**config.mk**
```make
export PLATFORM = sky130hd
export DESIGN_NAME = sspmc_top
export DESIGN_NICKNAME = d
export VERILOG_FILES = /design/src/core/sspmc_pkg.sv /design/src/core/sspmc_baud_gen.sv /design/src/core/sspmc_top.sv
export SDC_FILE = /design/constraint.sdc
export NUM_CORES = 1
export LEC_CHECK = 0
export BUFFER_PORTS_ARGS = -buffer_cell sky130_fd_sc_hd__buf_2
export CAP_MARGIN = 20
export CORE_UTILIZATION = 52
export DETAILED_ROUTE_END_ITERATION = 10
export GPL_ROUTABILITY_DRIVEN = 0
export HOLD_SLACK_MARGIN = 0.02
export PLACE_DENSITY = 0.87
export SKIP_CTS_REPAIR_TIMING = 1
export SLEW_MARGIN = 10
export SYNTH_ARGS = -nofsm -noshare
export SYNTH_HDL_FRONTEND = slang
export SYNTH_SLANG_ARGS = --single-unit
```
**constraint.sdc**
```tcl
create_clock -name pclk -period 4.2 [get_ports pclk]
set_input_delay 0 -clock pclk [delete_from_list [all_inputs] [get_ports pclk]]
set_output_delay 0 -clock pclk [all_outputs]
set_load 0.05 [all_outputs]
```
**src/core/sspmc_pkg.sv**
```systemverilog
// Package: register map, field positions, mode codes and divider constants
package sspmc_pkg;

  // ****************************************************************
  // Register offsets (byte addresses on APB)
  // ****************************************************************
  localparam logic [7:0] OFS_CTRL_ONE = 8'h00;
  localparam logic [7:0] OFS_CTRL_TWO = 8'h04;
  localparam logic [7:0] OFS_BUFFER = 8'h08;
  localparam logic [7:0] OFS_BAUD = 8'h0C;
  localparam logic [7:0] OFS_STATUS = 8'h10;

  // ****************************************************************
  // Reset values
  // ****************************************************************
  localparam logic [7:0] RST_CTRL_ONE = 8'h00;
  localparam logic [7:0] RST_CTRL_TWO = 8'h00;
  localparam logic [7:0] RST_BAUD = 8'h00;

  // ****************************************************************
  // Field positions of control register one
  // ****************************************************************
  localparam int POS_OVERRUN = 6;
  localparam int POS_PORT_EN = 5;
  localparam int POS_CLK_REL = 4;
  localparam int POS_MODE_LO = 0;
  localparam int MODE_W = 4;

  // ****************************************************************
  // Field positions of control register two
  // ****************************************************************
  localparam int POS_GENERAL_CALL_ENABLE = 7;
  localparam int POS_ACK_STAT = 6;
  localparam int POS_ACK_DATA = 5;
  localparam int SEQ_W = 5;

  // ****************************************************************
  // Operating mode codes
  // ****************************************************************
  localparam logic [3:0] M_SPI_DIV4 = 4'h0;
  localparam logic [3:0] M_SPI_DIV16 = 4'h1;
  localparam logic [3:0] M_SPI_DIV64 = 4'h2;
  localparam logic [3:0] M_SPI_TMR = 4'h3;
  localparam logic [3:0] M_SPI_SLV_SS = 4'h4;
  localparam logic [3:0] M_SPI_SLV = 4'h5;
  localparam logic [3:0] M_I2C_SLV7 = 4'h6;
  localparam logic [3:0] M_I2C_SLV10 = 4'h7;
  localparam logic [3:0] M_I2C_MST = 4'h8;
  localparam logic [3:0] M_SPI_RELOAD = 4'hA;
  localparam logic [3:0] M_I2C_FW = 4'hB;
  localparam logic [3:0] M_I2C_SLV7_SP = 4'hE;
  localparam logic [3:0] M_I2C_SLV10_SP = 4'hF;

  // ****************************************************************
  // Half periods of the serial clock, in system clock cycles
  // ****************************************************************
  localparam int CLK_W = 10;
  localparam logic [9:0] HALF_DIV4 = 10'h002;
  localparam logic [9:0] HALF_DIV16 = 10'h008;
  localparam logic [9:0] HALF_DIV64 = 10'h020;

  // Clock source selected for the baud generator
  typedef enum logic [2:0] {
    SSPMC_SRC_FIXED = 3'b001,
    SSPMC_SRC_TIMER = 3'b010,
    SSPMC_SRC_RELOAD = 3'b100
  } sspmc_src_t;

endpackage : sspmc_pkg

```
**src/core/sspmc_baud_gen.sv**
```systemverilog
// Baud generator: serial clock from fixed divide, timer match or reload
`timescale 1ns/1ps
`default_nettype none
module sspmc_baud_gen (
  input wire logic pclk,
  input wire logic presetn,
  input wire logic run,
  input wire sspmc_pkg::sspmc_src_t src,
  input wire logic [sspmc_pkg::CLK_W-1:0] fixed_half,
  input wire logic [7:0] reload,
  input wire logic timer_match,
  output logic clk_out
);
  import sspmc_pkg::*;

  logic [CLK_W-1:0] cnt_q;
  logic [CLK_W-1:0] cnt_d;
  logic clk_q;
  logic clk_d;
  logic [CLK_W-1:0] half_len;
  logic tick;

  // Reload mode: period 4*(reload+1), so half period 2*(reload+1)
  assign half_len = (src == SSPMC_SRC_RELOAD) ?
    CLK_W'({1'b0, reload, 1'b0} + 10'h002) : fixed_half;
  // Timer mode toggles per match, giving match rate over two
  assign tick = (src == SSPMC_SRC_TIMER) ? timer_match :
    (cnt_q == half_len - 10'h001);
  assign cnt_d = (!run || tick || src == SSPMC_SRC_TIMER) ? '0 :
    cnt_q + 10'h001;
  assign clk_d = run ? (clk_q ^ tick) : 1'b0;

  // Counter and clock flop
  always_ff @(posedge pclk or negedge presetn) begin
    if (!presetn) begin
      cnt_q <= '0;
      clk_q <= 1'b0;
    end else begin
      cnt_q <= cnt_d;
      clk_q <= clk_d;
    end
  end

  assign clk_out = clk_q;

endmodule : sspmc_baud_gen
`default_nettype wire

```
**src/core/sspmc_top.sv**
```systemverilog
// Mode select, control and status logic of the serial port, APB slave
//
// Overview of operation
// SPI slave byte into full buffer sets overrun, new byte dropped
// Overrun never set in SPI master operation
// Software reads buffer after each SPI slave transfer
// Overrun flag stays set until software clears it
// I2C receive into full buffer sets overrun; meaningless in transmit
// I2C slave: clear clock release holds clock low; set releases
// Codes 0,1,2 are SPI master at clock divided by 4,16,64
// Code 3 is SPI master at half the second timer match rate
// Code 10 is SPI master at clock over 4*(reload+1)
// Software avoids reload 0 in reload SPI master mode
// Codes 4,5 are SPI slave with select gating on or off
// Codes 6,7 are I2C slave 7/10-bit address, no start/stop events
// Codes 14,15 are I2C slave 7/10-bit with start/stop events
// Code 8 is I2C master at clock over 4*(reload+1)
// Software avoids reload 0, 1, 2 in I2C modes
// Code 11 is firmware I2C master with address matching idle
// Software avoids reserved codes 9, 12, 13
// General call enable raises event on address 00h in slave mode
// Sequence bits and buffer writes only while I2C logic idle
// Master receive acknowledge slot drives the ack data value
// Ack status updated after each master transmitted byte
//
// Decided for this implementation: the register addresses and register access over APB.
`timescale 1ns/1ps
`default_nettype none
module sspmc_top (
  input wire logic pclk,
  input wire logic presetn,
  input wire logic psel,
  input wire logic penable,
  input wire logic pwrite,
  input wire logic [7:0] paddr,
  input wire logic [31:0] pwdata,
  output logic [31:0] prdata,
  output logic pready,
  output logic pslverr,
  input wire logic sck_pin,
  input wire logic timer_match,
  input wire logic byte_done,
  input wire logic [7:0] shift_byte,
  input wire logic i2c_receiving,
  input wire logic addr_phase,
  input wire logic i2c_idle,
  input wire logic [sspmc_pkg::SEQ_W-1:0] seq_done,
  input wire logic tx_ack_sampled,
  input wire logic peer_nack,
  input wire logic ack_slot,
  output logic [7:0] tx_data,
  output logic tx_load,
  output logic master_clk,
  output logic sck_sync,
  output logic spi_slave_sel_en,
  output logic scl_hold_low,
  output logic addr_match_en,
  output logic start_stop_irq_en,
  output logic ten_bit_addr,
  output logic general_call_evt,
  output logic sda_ack_drive,
  output logic sda_ack_oe,
  output logic [sspmc_pkg::SEQ_W-1:0] seq_req
);
  import sspmc_pkg::*;

  // ****************************************************************
  // Registers
  // ****************************************************************
  logic overrun_q;
  logic port_en_q;
  logic clk_rel_q;
  logic [MODE_W-1:0] mode_q;
  logic general_call_enable_q;
  logic ack_stat_q;
  logic ack_data_q;
  logic [SEQ_W-1:0] seq_q;
  logic [7:0] baud_q;
  logic [7:0] rx_buf_q;
  logic buf_full_q;
  logic [7:0] tx_data_q;
  logic tx_load_q;
  logic [31:0] prdata_q;
  logic pready_q;
  logic pslverr_q;
  logic sck_s1_q;
  logic sck_s2_q;
  logic sck_s3_q;
  logic sck_lvl_q;
  logic sel_en_q;
  logic hold_q;
  logic amatch_q;
  logic sp_irq_q;
  logic ten_q;
  logic gc_evt_q;
  logic ack_drv_q;
  logic ack_oe_q;

  // ****************************************************************
  // Mode decode
  // ****************************************************************
  wire is_spi_fixed = (mode_q == M_SPI_DIV4) || (mode_q == M_SPI_DIV16) ||
    (mode_q == M_SPI_DIV64);
  wire is_spi_tmr = (mode_q == M_SPI_TMR);
  wire is_spi_rel = (mode_q == M_SPI_RELOAD);
  wire is_spi_mst = is_spi_fixed || is_spi_tmr || is_spi_rel;
  wire is_spi_slv = (mode_q == M_SPI_SLV_SS) || (mode_q == M_SPI_SLV);
  wire is_i2c_slv_plain = (mode_q == M_I2C_SLV7) ||
    (mode_q == M_I2C_SLV10);
  wire is_i2c_slv_sp = (mode_q == M_I2C_SLV7_SP) ||
    (mode_q == M_I2C_SLV10_SP);
  wire is_i2c_slv = is_i2c_slv_plain || is_i2c_slv_sp;
  wire is_i2c_mst = (mode_q == M_I2C_MST);
  wire is_i2c_fw = (mode_q == M_I2C_FW);
  wire is_i2c = is_i2c_slv || is_i2c_mst || is_i2c_fw;
  wire active = port_en_q;

  // Baud source and fixed half period select
  wire sspmc_src_t src_sel = is_spi_tmr ? SSPMC_SRC_TIMER :
    ((is_spi_rel || is_i2c_mst) ? SSPMC_SRC_RELOAD : SSPMC_SRC_FIXED);
  wire [CLK_W-1:0] fixed_half = (mode_q == M_SPI_DIV16) ? HALF_DIV16 :
    ((mode_q == M_SPI_DIV64) ? HALF_DIV64 : HALF_DIV4);
  wire gen_run = active && (is_spi_mst || is_i2c_mst);

  // ****************************************************************
  // APB decode
  // ****************************************************************
  wire setup = psel && !penable;
  wire wr_en = psel && penable && pready_q && pwrite;
  wire rd_en = psel && penable && pready_q && !pwrite;
  wire hit_c1 = (paddr == OFS_CTRL_ONE);
  wire hit_c2 = (paddr == OFS_CTRL_TWO);
  wire hit_buf = (paddr == OFS_BUFFER);
  wire hit_baud = (paddr == OFS_BAUD);
  wire hit_stat = (paddr == OFS_STATUS);
  wire mapped = hit_c1 || hit_c2 || hit_buf || hit_baud || hit_stat;
  wire wr_c1 = wr_en && hit_c1;
  wire wr_c2 = wr_en && hit_c2;
  wire wr_buf = wr_en && hit_buf;
  wire wr_baud = wr_en && hit_baud;
  wire rd_buf = rd_en && hit_buf;

  // Read multiplexer, sampled in the setup cycle
  wire [7:0] c1_view = {1'b0, overrun_q, port_en_q, clk_rel_q, mode_q};
  wire [7:0] c2_view = {general_call_enable_q, ack_stat_q, ack_data_q, seq_q};
  wire [7:0] st_view = {4'h0, sck_lvl_q, is_i2c, buf_full_q, is_spi_mst};
  wire [7:0] rd_mux = hit_c1 ? c1_view : hit_c2 ? c2_view :
    hit_buf ? rx_buf_q : hit_baud ? baud_q : hit_stat ? st_view : 8'h00;

  // ****************************************************************
  // Receive buffer and overrun
  // ****************************************************************
  // Overrun in SPI slave, or I2C while receiving; never SPI master
  wire ovr_mode = is_spi_slv || (is_i2c && i2c_receiving);
  wire rx_ok = active && byte_done && !(is_i2c && !i2c_receiving);
  wire ovr_set = rx_ok && buf_full_q && ovr_mode;
  wire buf_take = rx_ok && !(buf_full_q && ovr_mode);
  // Software may only write zero; set wins over a same-cycle clear
  wire ovr_clr = wr_c1 && !pwdata[POS_OVERRUN];
  wire ovr_d = ovr_set || (overrun_q && !ovr_clr);

  // Buffer writes and sequence requests refused while I2C is busy
  wire i2c_busy = is_i2c && !i2c_idle;
  wire buf_wr_ok = wr_buf && !i2c_busy;
  wire seq_wr_ok = wr_c2 && is_i2c && !i2c_busy;
  wire [SEQ_W-1:0] seq_d = seq_wr_ok ? pwdata[SEQ_W-1:0] :
    (seq_q & ~seq_done);

  // Peer acknowledge after a master transmitted byte
  wire ack_upd = tx_ack_sampled && (is_i2c_mst || is_i2c_fw);
  wire ack_stat_d = ack_upd ? peer_nack : ack_stat_q;

  // General call: address byte 00h seen in slave mode
  wire gc_hit = active && is_i2c_slv && general_call_enable_q && byte_done && addr_phase &&
    (shift_byte == 8'h00);

  // ****************************************************************
  // Pin synchroniser for the external serial clock
  // ****************************************************************
  always_ff @(posedge pclk or negedge presetn) begin
    if (!presetn) begin
      sck_s1_q <= 1'b0;
      sck_s2_q <= 1'b0;
      sck_s3_q <= 1'b0;
      sck_lvl_q <= 1'b0;
    end else begin
      sck_s1_q <= sck_pin;
      sck_s2_q <= sck_s1_q;
      sck_s3_q <= sck_s2_q;
      if (sck_s2_q == sck_s3_q) begin
        sck_lvl_q <= sck_s3_q; // Level counts once two stages agree
      end
    end
  end

  // ****************************************************************
  // APB response
  // ****************************************************************
  always_ff @(posedge pclk or negedge presetn) begin
    if (!presetn) begin
      prdata_q <= 32'h0000_0000;
      pready_q <= 1'b0;
      pslverr_q <= 1'b0;
    end else begin
      pready_q <= 1'b1;
      if (setup) begin
        prdata_q <= {24'h00_0000, rd_mux};
        pslverr_q <= !mapped;
      end
    end
  end

  // ****************************************************************
  // Control register one
  // ****************************************************************
  always_ff @(posedge pclk or negedge presetn) begin
    if (!presetn) begin
      overrun_q <= RST_CTRL_ONE[POS_OVERRUN];
      port_en_q <= RST_CTRL_ONE[POS_PORT_EN];
      clk_rel_q <= RST_CTRL_ONE[POS_CLK_REL];
      mode_q <= RST_CTRL_ONE[MODE_W-1:0];
    end else begin
      overrun_q <= ovr_d;
      if (wr_c1) begin
        port_en_q <= pwdata[POS_PORT_EN];
        clk_rel_q <= pwdata[POS_CLK_REL];
        mode_q <= pwdata[POS_MODE_LO +: MODE_W];
      end
    end
  end

  // ****************************************************************
  // Control register two and baud reload
  // ****************************************************************
  always_ff @(posedge pclk or negedge presetn) begin
    if (!presetn) begin
      general_call_enable_q <= RST_CTRL_TWO[POS_GENERAL_CALL_ENABLE];
      ack_stat_q <= RST_CTRL_TWO[POS_ACK_STAT];
      ack_data_q <= RST_CTRL_TWO[POS_ACK_DATA];
      seq_q <= RST_CTRL_TWO[SEQ_W-1:0];
      baud_q <= RST_BAUD;
    end else begin
      ack_stat_q <= ack_stat_d;
      seq_q <= seq_d;
      if (wr_c2) begin
        general_call_enable_q <= pwdata[POS_GENERAL_CALL_ENABLE];
        ack_data_q <= pwdata[POS_ACK_DATA];
      end
      if (wr_baud) begin
        baud_q <= pwdata[7:0];
      end
    end
  end

  // ****************************************************************
  // Buffers
  // ****************************************************************
  always_ff @(posedge pclk or negedge presetn) begin
    if (!presetn) begin
      rx_buf_q <= 8'h00;
      buf_full_q <= 1'b0;
      tx_data_q <= 8'h00;
      tx_load_q <= 1'b0;
    end else begin
      tx_load_q <= buf_wr_ok && active; // Master transfer starts here
      if (buf_wr_ok) begin
        tx_data_q <= pwdata[7:0];
      end
      if (buf_take) begin
        rx_buf_q <= shift_byte;
      end
      // New byte wins over a same-cycle read
      buf_full_q <= buf_take || (buf_full_q && !rd_buf);
    end
  end

  // ****************************************************************
  // Mode driven outputs
  // ****************************************************************
  always_ff @(posedge pclk or negedge presetn) begin
    if (!presetn) begin
      sel_en_q <= 1'b0;
      hold_q <= 1'b0;
      amatch_q <= 1'b0;
      sp_irq_q <= 1'b0;
      ten_q <= 1'b0;
      gc_evt_q <= 1'b0;
      ack_drv_q <= 1'b0;
      ack_oe_q <= 1'b0;
    end else begin
      sel_en_q <= active && (mode_q == M_SPI_SLV_SS);
      hold_q <= active && is_i2c_slv && !clk_rel_q;
      amatch_q <= active && is_i2c_slv;
      sp_irq_q <= active && is_i2c_slv_sp;
      ten_q <= (mode_q == M_I2C_SLV10) || (mode_q == M_I2C_SLV10_SP);
      gc_evt_q <= gc_hit;
      ack_drv_q <= ack_data_q;
      ack_oe_q <= active && (is_i2c_mst || is_i2c_fw) && ack_slot &&
        !ack_data_q;
    end
  end

  // ****************************************************************
  // Serial clock generation for master modes
  // ****************************************************************
  sspmc_baud_gen u_baud (
    .pclk(pclk),
    .presetn(presetn),
    .run(gen_run),
    .src(src_sel),
    .fixed_half(fixed_half),
    .reload(baud_q),
    .timer_match(timer_match),
    .clk_out(master_clk)
  );

  // ****************************************************************
  // Output connections
  // ****************************************************************
  assign prdata = prdata_q;
  assign pready = pready_q;
  assign pslverr = pslverr_q;
  assign tx_data = tx_data_q;
  assign tx_load = tx_load_q;
  assign sck_sync = sck_lvl_q;
  assign spi_slave_sel_en = sel_en_q;
  assign scl_hold_low = hold_q;
  assign addr_match_en = amatch_q;
  assign start_stop_irq_en = sp_irq_q;
  assign ten_bit_addr = ten_q;
  assign general_call_evt = gc_evt_q;
  assign sda_ack_drive = ack_drv_q;
  assign sda_ack_oe = ack_oe_q;
  assign seq_req = seq_q;

endmodule : sspmc_top
`default_nettype wire

```
==> results of run 1 <==
-- sequential cells by signal, summed over array words and instances (netlist names), 4 cells and up --
| register | flops |
|---|---|
| mode_q | 4 |
| rx_buf_q | 8 |
| u_baud.cnt_q | 10 |
| seq_req | 5 |
| prdata | 8 |
| baud_q | 8 |
| tx_data | 8 |
-- cell type report --
class | count | area share (%)
multi-input combinational | 292 | 41.0
sequential | 74 | 36.9
inverter | 11 | 0.822
tap | 102 | 2.54
clock buffer | 9 | 2.47
timing repair buffer | 112 | 14.6
clock inverter | 7 | 1.67
-- metal layers --
layer	vias up	part of all wire, %	GRT usage [%]
met5	-	0	0
met4	0	5.1	12.2
met3	67	7.9	5.03
met2	240	48	38.0
met1	1749	39	32.0
li1	1590	-	-
-- worst min-delay path: stages --
cell and delay (ns):
buf_2 0.08, nand3b_1 0.07, nand2_1 0.06, a31oi_1 0.04
nand3_1 0.07
-- cells in the final DEF (no fill, tap or decap), types with 4 or more instances in the layout --
cell | synthesis | routed
nand4_1 | 4 | 4
o31ai_1 | 5 | 5
nand3b_1 | 11 | 11
nor3_1 | 17 | 17
nand3_1 | 16 | 16
mux2_2 | 33 | 33
dlygate4sd3_1 | 0 | 34
inv_1 | 11 | 11
conb_1 | 2 | 25
o22ai_1 | 5 | 5
or3_1 | 8 | 8
xor2_1 | 10 | 10
a31oi_1 | 7 | 7
buf_2 | 3 | 76
a2111o_1 | 4 | 4
nand2_1 | 32 | 32
nor2_1 | 13 | 13
clkbuf_8 | 0 | 9
o21ai_0 | 16 | 16
a21oi_1 | 9 | 9
xnor2_1 | 14 | 14
dfrtp_1 | 74 | 74
mux2i_1 | 10 | 10
-- path summary, 6_finish.rpt --
kind	start	endpoint	slack, ns	depth (start not counted)
setup / recovery	mode_q[3]	u_baud.cnt_q[7]	0.64	11
hold / removal	timer_match	u_baud.clk_out	-0.01	5
setup reg to reg	mode_q[3]	u_baud.cnt_q[7]	0.64	11
hold reg to reg	sck_s1_q	sck_s2_q	0.36	0
max in group asynchronous	presetn	buf_full_q	2.92	3
min in group asynchronous	presetn	tx_data[4]	0.27	2
-- report_power, final --
part | internal (mW) | switching (mW) | leakage (nW)
logic | 0.0532 | 0.114 | 1.28
registers | 0.723 | 0.0115 | 1.02
clock network | 0.286 | 0.306 | 0.103
-- kinds of logic after synthesis --
family                     after synthesis  share of synthesized area (%)
and+or+nand+nor                        129                           17.5
DFF                                     74                           44.6
AOI/OAI and AO/OA                       64                           10.7
buffers and inverters                   57                           7.87
muxes                                   46                           13.0
xor gates and xnor gates                24                           5.06
adders and majority gates                4                           1.15
other                                    2                          0.181
-- metrics by stage --
step / instance area, um^2 / util, % / setup WS [ns] / hold slack [ns] / power [mW]
2_1_floorplan: 4240 / - / 1.24 / -0.296 / 0.856
3_3_place_gp: 4480 / 57.9 / 0.872 / 0.112 / 0.886
3_5_place_dp: 4480 / 57.9 / 0.763 / 0.114 / 0.890
4_1_cts: 4680 / 60.6 / 0.699 / -0.276 / 1.47
5_1_grt: 5020 / 65.0 / 0.388 / 0.0104 / 1.53
6_report: 5020 / 65.0 / 0.635 / -0.0101 / 1.49
==> flow_metrics.py, run 1 <==
metrics = {
    "pwr": {
        "p_leak_nw": 2.40,
        "peakVddDrop_mv": 0.267,
        "p_per_area_nw_per_um2": 297,
    },
    "worst_hold_path": {
        "min_path_type": "in2reg",
    },
    "final_layout": {
        "fin_cells": 607,
        "fin_nets": 570,
        "multi_input_area_um2": 2060,
        "syn_to_final_growth_pct": 21.0,
        "drive_gt1_share_pct": 27.7,
        "antenna_cells": 0,
        "seq_area_um2": 1850,
        "fill_cells": 576,
    },
    "worst_setup_path": {
        "cp_max_fo": 19,
        "startpoint_type": "flop",
        "cp_slowest_cell": "dfrtp_1",
        "cp_data_arrival_time_ns": 3.77,
        "path_buf_inv": 1,
        "crit_type": "reg2reg",
        "slowest_delay_ns": 0.73,
        "critPathTopFamily": "simple AND/OR/NAND/NOR gates",
        "path_cells": "nor3b_2, buf_4, nand2_1, ha_1, xnor2_1, xor2_1, a2111oi_1, a31oi_1, a2111o_1, nor3_2, nor3_1",
        "crit_required_ns": 4.41,
        "endpoint_kind": "flop",
    },
    "timing": {
        "hold_viol": 2,
        "fin_setup_tns_ns": 0,
        "fin_crit_sh_pct": 84.9,
        "final-setup-viol-count": 0,
        "tightest_slew_ns": 0.936,
        "fmax_mhz": 281,
        "grt_setup_unrepaired": "false",
        "maxSlewViolCount": 0,
        "slew_headroom_pct": 37.5,
        "hold_ws_ns": -0.0101,
        "period_minus_slack_ns": 3.56,
        "fin_skew_ns": 0.0179,
    },
    "logic_synthesis": {
        "synth_most_common_cell": "dfrtp_1",
        "syn_area_um2": 4150,
        "yosys_warnings": 0,
        "async_reset_ff_share_pct": 100,
        "yosysTopAreaCell": "dfrtp_1",
        "netlist.area_leader.share_pct": 44.6,
        "netlist_top_cells_count": "74 x dfrtp_1, 33 x mux2_2, 32 x nand2_1",
        "netlist_top_cells_area": "dfrtp_1 45%, mux2_2 9.0%, buf_4 4.5%",
        "synth_cell_type_count": 57,
        "ys_seq_area_share_pct": 44.6,
        "syn_avg_cell_area_um2": 10.4,
        "post_synth_inst_count": 400,
        "ys_ff_latch": 74,
        "synthFlopType": "dfrtp_1",
        "synth-edff-count": 0,
    },
    "outcome": {
        "violations": "negative hold slack",
        "status": "complete, but fails checks",
    },
    "drt": {
        "antenna_left": 0,
        "routed_wl_mm": 11.2,
        "vias_per_cell": 6.01,
        "wire_per_inst_um": 18.5,
        "drt_iter0_markers": 275,
        "dr_total_vias": 3646,
        "dr.pass1.iters": 6,
        "drc": 0,
    },
    "floorplanning": {
        "fp.dieArea_um2": 8340,
        "die_x_um": 91.4,
        "core_region_area_um2": 7730,
        "ios": 125,
        "die_y_um": 91.4,
        "rows": 32,
        "start_util_pct": 53.7,
    },
    "cts": {
        "ctsHtreeMaxLevel": 3,
        "cts_sinks": 74,
        "cts-root-buf": "clkbuf_8",
        "clk_path_buf_depth": 2,
        "worstSkewPairLatency_ns": 0.37,
        "cts_tree": "done",
        "path_clk_slew_ns": 0.09,
        "cts_buffers": 9,
    },
    "global_routing": {
        "grt_max_degree": 39,
        "antenna_found_initial": 0,
        "grt_pass1_vias": 3138,
        "grt-ovfl-total": 0,
        "grt_pass1_wl_mm": 15.5,
        "grt.total_usage_pct": 24.3,
    },
    "placement": {
        "dp_hpwl_mm": 6.90,
        "io_buffers": 76,
        "dpl.cell_count": 557,
    },
    "job": {
        "drv_cap": 0,
    },
}
Power figures use the tool's default switching activity.
==> inputs of run 2 (changes only) <==
==> constraint.sdc (replaced) <==
create_clock -name pclk -period 3.5 [get_ports pclk]
set_input_delay 0 -clock pclk [delete_from_list [all_inputs] [get_ports pclk]]
set_output_delay 0 -clock pclk [all_outputs]
set_load 0.05 [all_outputs]
==> flow_metrics.py, run 2 (same netlist as run 1, synthesis figures left out) <==
metrics = {
    "timing": {
        "slew_headroom_pct": 38.2,
        "setup_ws_ns": 0.339,
        "maxSlewViolCount": 0,
        "fin_setup_tns_ns": 0,
        "hold_ws_ns": 0.0288,
        "hold_viol": 0,
        "fmax_mhz": 316,
        "final-setup-viol-count": 0,
        "fin_skew_ns": 0.0101,
        "fin_crit_sh_pct": 90.3,
        "grt_setup_unrepaired": "false",
        "period_minus_slack_ns": 3.16,
        "tightest_slew_ns": 0.925,
    },
    "floorplanning": {
        "core_region_area_um2": 7730,
        "die_x_um": 91.4,
        "fp.dieArea_um2": 8340,
        "rows": 32,
        "start_util_pct": 53.7,
        "die_y_um": 91.4,
        "ios": 125,
    },
    "worst_hold_path": {
        "min_to": "u_baud.clk_out",
        "hp-start": "timer_match",
        "min_path_type": "in2reg",
        "worstHoldPathCells": 5,
    },
    "global_routing": {
        "antenna_found_initial": 0,
        "grt_max_degree": 32,
        "grt-ovfl-total": 0,
        "grt_pass1_wl_mm": 16.0,
        "grt.total_usage_pct": 24.8,
        "grt_pass1_vias": 3271,
    },
    "placement": {
        "io_buffers": 76,
        "dp_hpwl_mm": 7.19,
        "dpl_cell_area_um2": 4530,
        "post-place-ws_ns": 0.385,
    },
    "pwr": {
        "peakVddDrop_mv": 0.230,
        "pwr-share-seq_pct": 49.8,
        "intPower_mw": 1.29,
        "power_mw": 1.77,
        "clockPowerShare_pct": 38.5,
        "p_leak_nw": 2.44,
        "switching_share_pct": 27.2,
        "p_per_area_nw_per_um2": 347,
        "p_comb_share_pct": 11.7,
        "p_switching_mw": 0.481,
    },
    "final_layout": {
        "fin_nets": 579,
        "drive_gt1_share_pct": 28.4,
        "layout_commonest_cell": "buf_2",
        "antenna_cells": 0,
        "syn_to_final_growth_pct": 22.7,
        "final_area_um2": 5090,
        "largest_reg_flops": 10,
        "mostFrequentLayoutCells": "76 x buf_2, 74 x dfrtp_1, 36 x dlygate4sd3_1",
        "regMostFlops": "u_baud.cnt_q",
    },
    "worst_setup_path": {
        "crit_type": "reg2reg",
        "crit_required_ns": 3.79,
        "r2r_end": "u_baud.clk_out",
        "regToRegStartpoint": "baud_q[0]",
        "startpoint_type": "flop",
        "path_cells": "ha_1, nand2_1, ha_1, xnor2_1, xor2_1, a2111oi_1, a31oi_1, a2111o_1, or4b_1, nand3_1",
        "endpoint_kind": "flop",
        "slowest_delay_ns": 0.49,
        "cp_data_arrival_time_ns": 3.45,
        "cp_slowest_cell": "dfrtp_1",
        "worst-r2r-setup-slack_ns": 0.34,
        "cp_max_fo": 9,
        "r2r_cells": 10,
        "cpMostUsedCell": "ha_1",
    },
    "drt": {
        "dr.pass1.iters": 5,
        "drt_iter0_markers": 345,
        "drc": 0,
        "dr_total_vias": 3623,
        "wire_per_inst_um": 17.7,
        "routed_wl_mm": 10.9,
        "antenna_left": 0,
        "vias_per_cell": 5.88,
    },
    "cts": {
        "cts_buffers": 9,
        "cts_sinks": 74,
        "cts-root-buf": "clkbuf_8",
        "cts_tree": "done",
        "ctsHtreeMaxLevel": 3,
        "path_clk_slew_ns": 0.08,
        "clk_path_buf_depth": 2,
        "worstSkewPairLatency_ns": 0.35,
    },
    "outcome": {
        "status": "completed",
    },
    "job": {
        "drv_cap": 0,
    },
}
run 2: critical path: cells and delay by family, from the launching register on:
family,cells,cell delay (ns)
xor+xnor,2,0.40
compound gates,3,0.90
fa+ha+maj,2,0.66
simple gates,3,0.65
flops,1,0.49
run 2: power groups by stage:
stage	Combinational [mW]	Sequential, mW	Clock [mW]
finish	0.207	0.881	0.681
global route	0.221	0.882	0.730
CTS	0.174	0.880	0.687
detailed placement	0.174	0.897	0
global placement	0.170	0.896	0
floorplan	0.121	0.906	0
run 2: worst max-delay path by stage:
stage | start | endpoint | slack, ns | cells past startpoint
detailed placement | mode_q[0] | u_baud.clk_out | 0.39 | 11
CTS | mode_q[0] | u_baud.clk_out | 0.38 | 11
finish | baud_q[0] | u_baud.clk_out | 0.34 | 10
global placement | mode_q[0] | u_baud.clk_out | 0.46 | 11
floorplan | mode_q[2] | u_baud.clk_out | 0.54 | 11
global route | mode_q[0] | u_baud.clk_out | 0.11 | 11
run 2: layout make-up:
class                      instances  area [um^2]
tap                              102          128
clock inverter                     5         62.6
timing repair buffer             121          808
fill                             552         2640
multi-input combinational        292         2060
sequential                        74         1850
clock buffer                      11          141
inverter                          11         41.3
run 2: per-stage QoR:
| stage | instances | util (%) |
|---|---|---|
| after floorplan | 423 | - |
| after global routing | 616 | 65.9 |
| after detailed placement | 564 | 58.6 |
| after CTS | 580 | 61.2 |
| final | 616 | 65.9 |
| after global placement | 564 | 58.6 |
run 2: per-layer routing:
metal | track usage (%) | vias to the layer above | part of all wire [%]
met1 | 31.9 | 1735 | 40
li1 | - | 1607 | -
met4 | 10.7 | 0 | 4.3
met5 | 0 | - | 0
met3 | 4.86 | 47 | 7.6
met2 | 40.7 | 234 | 48
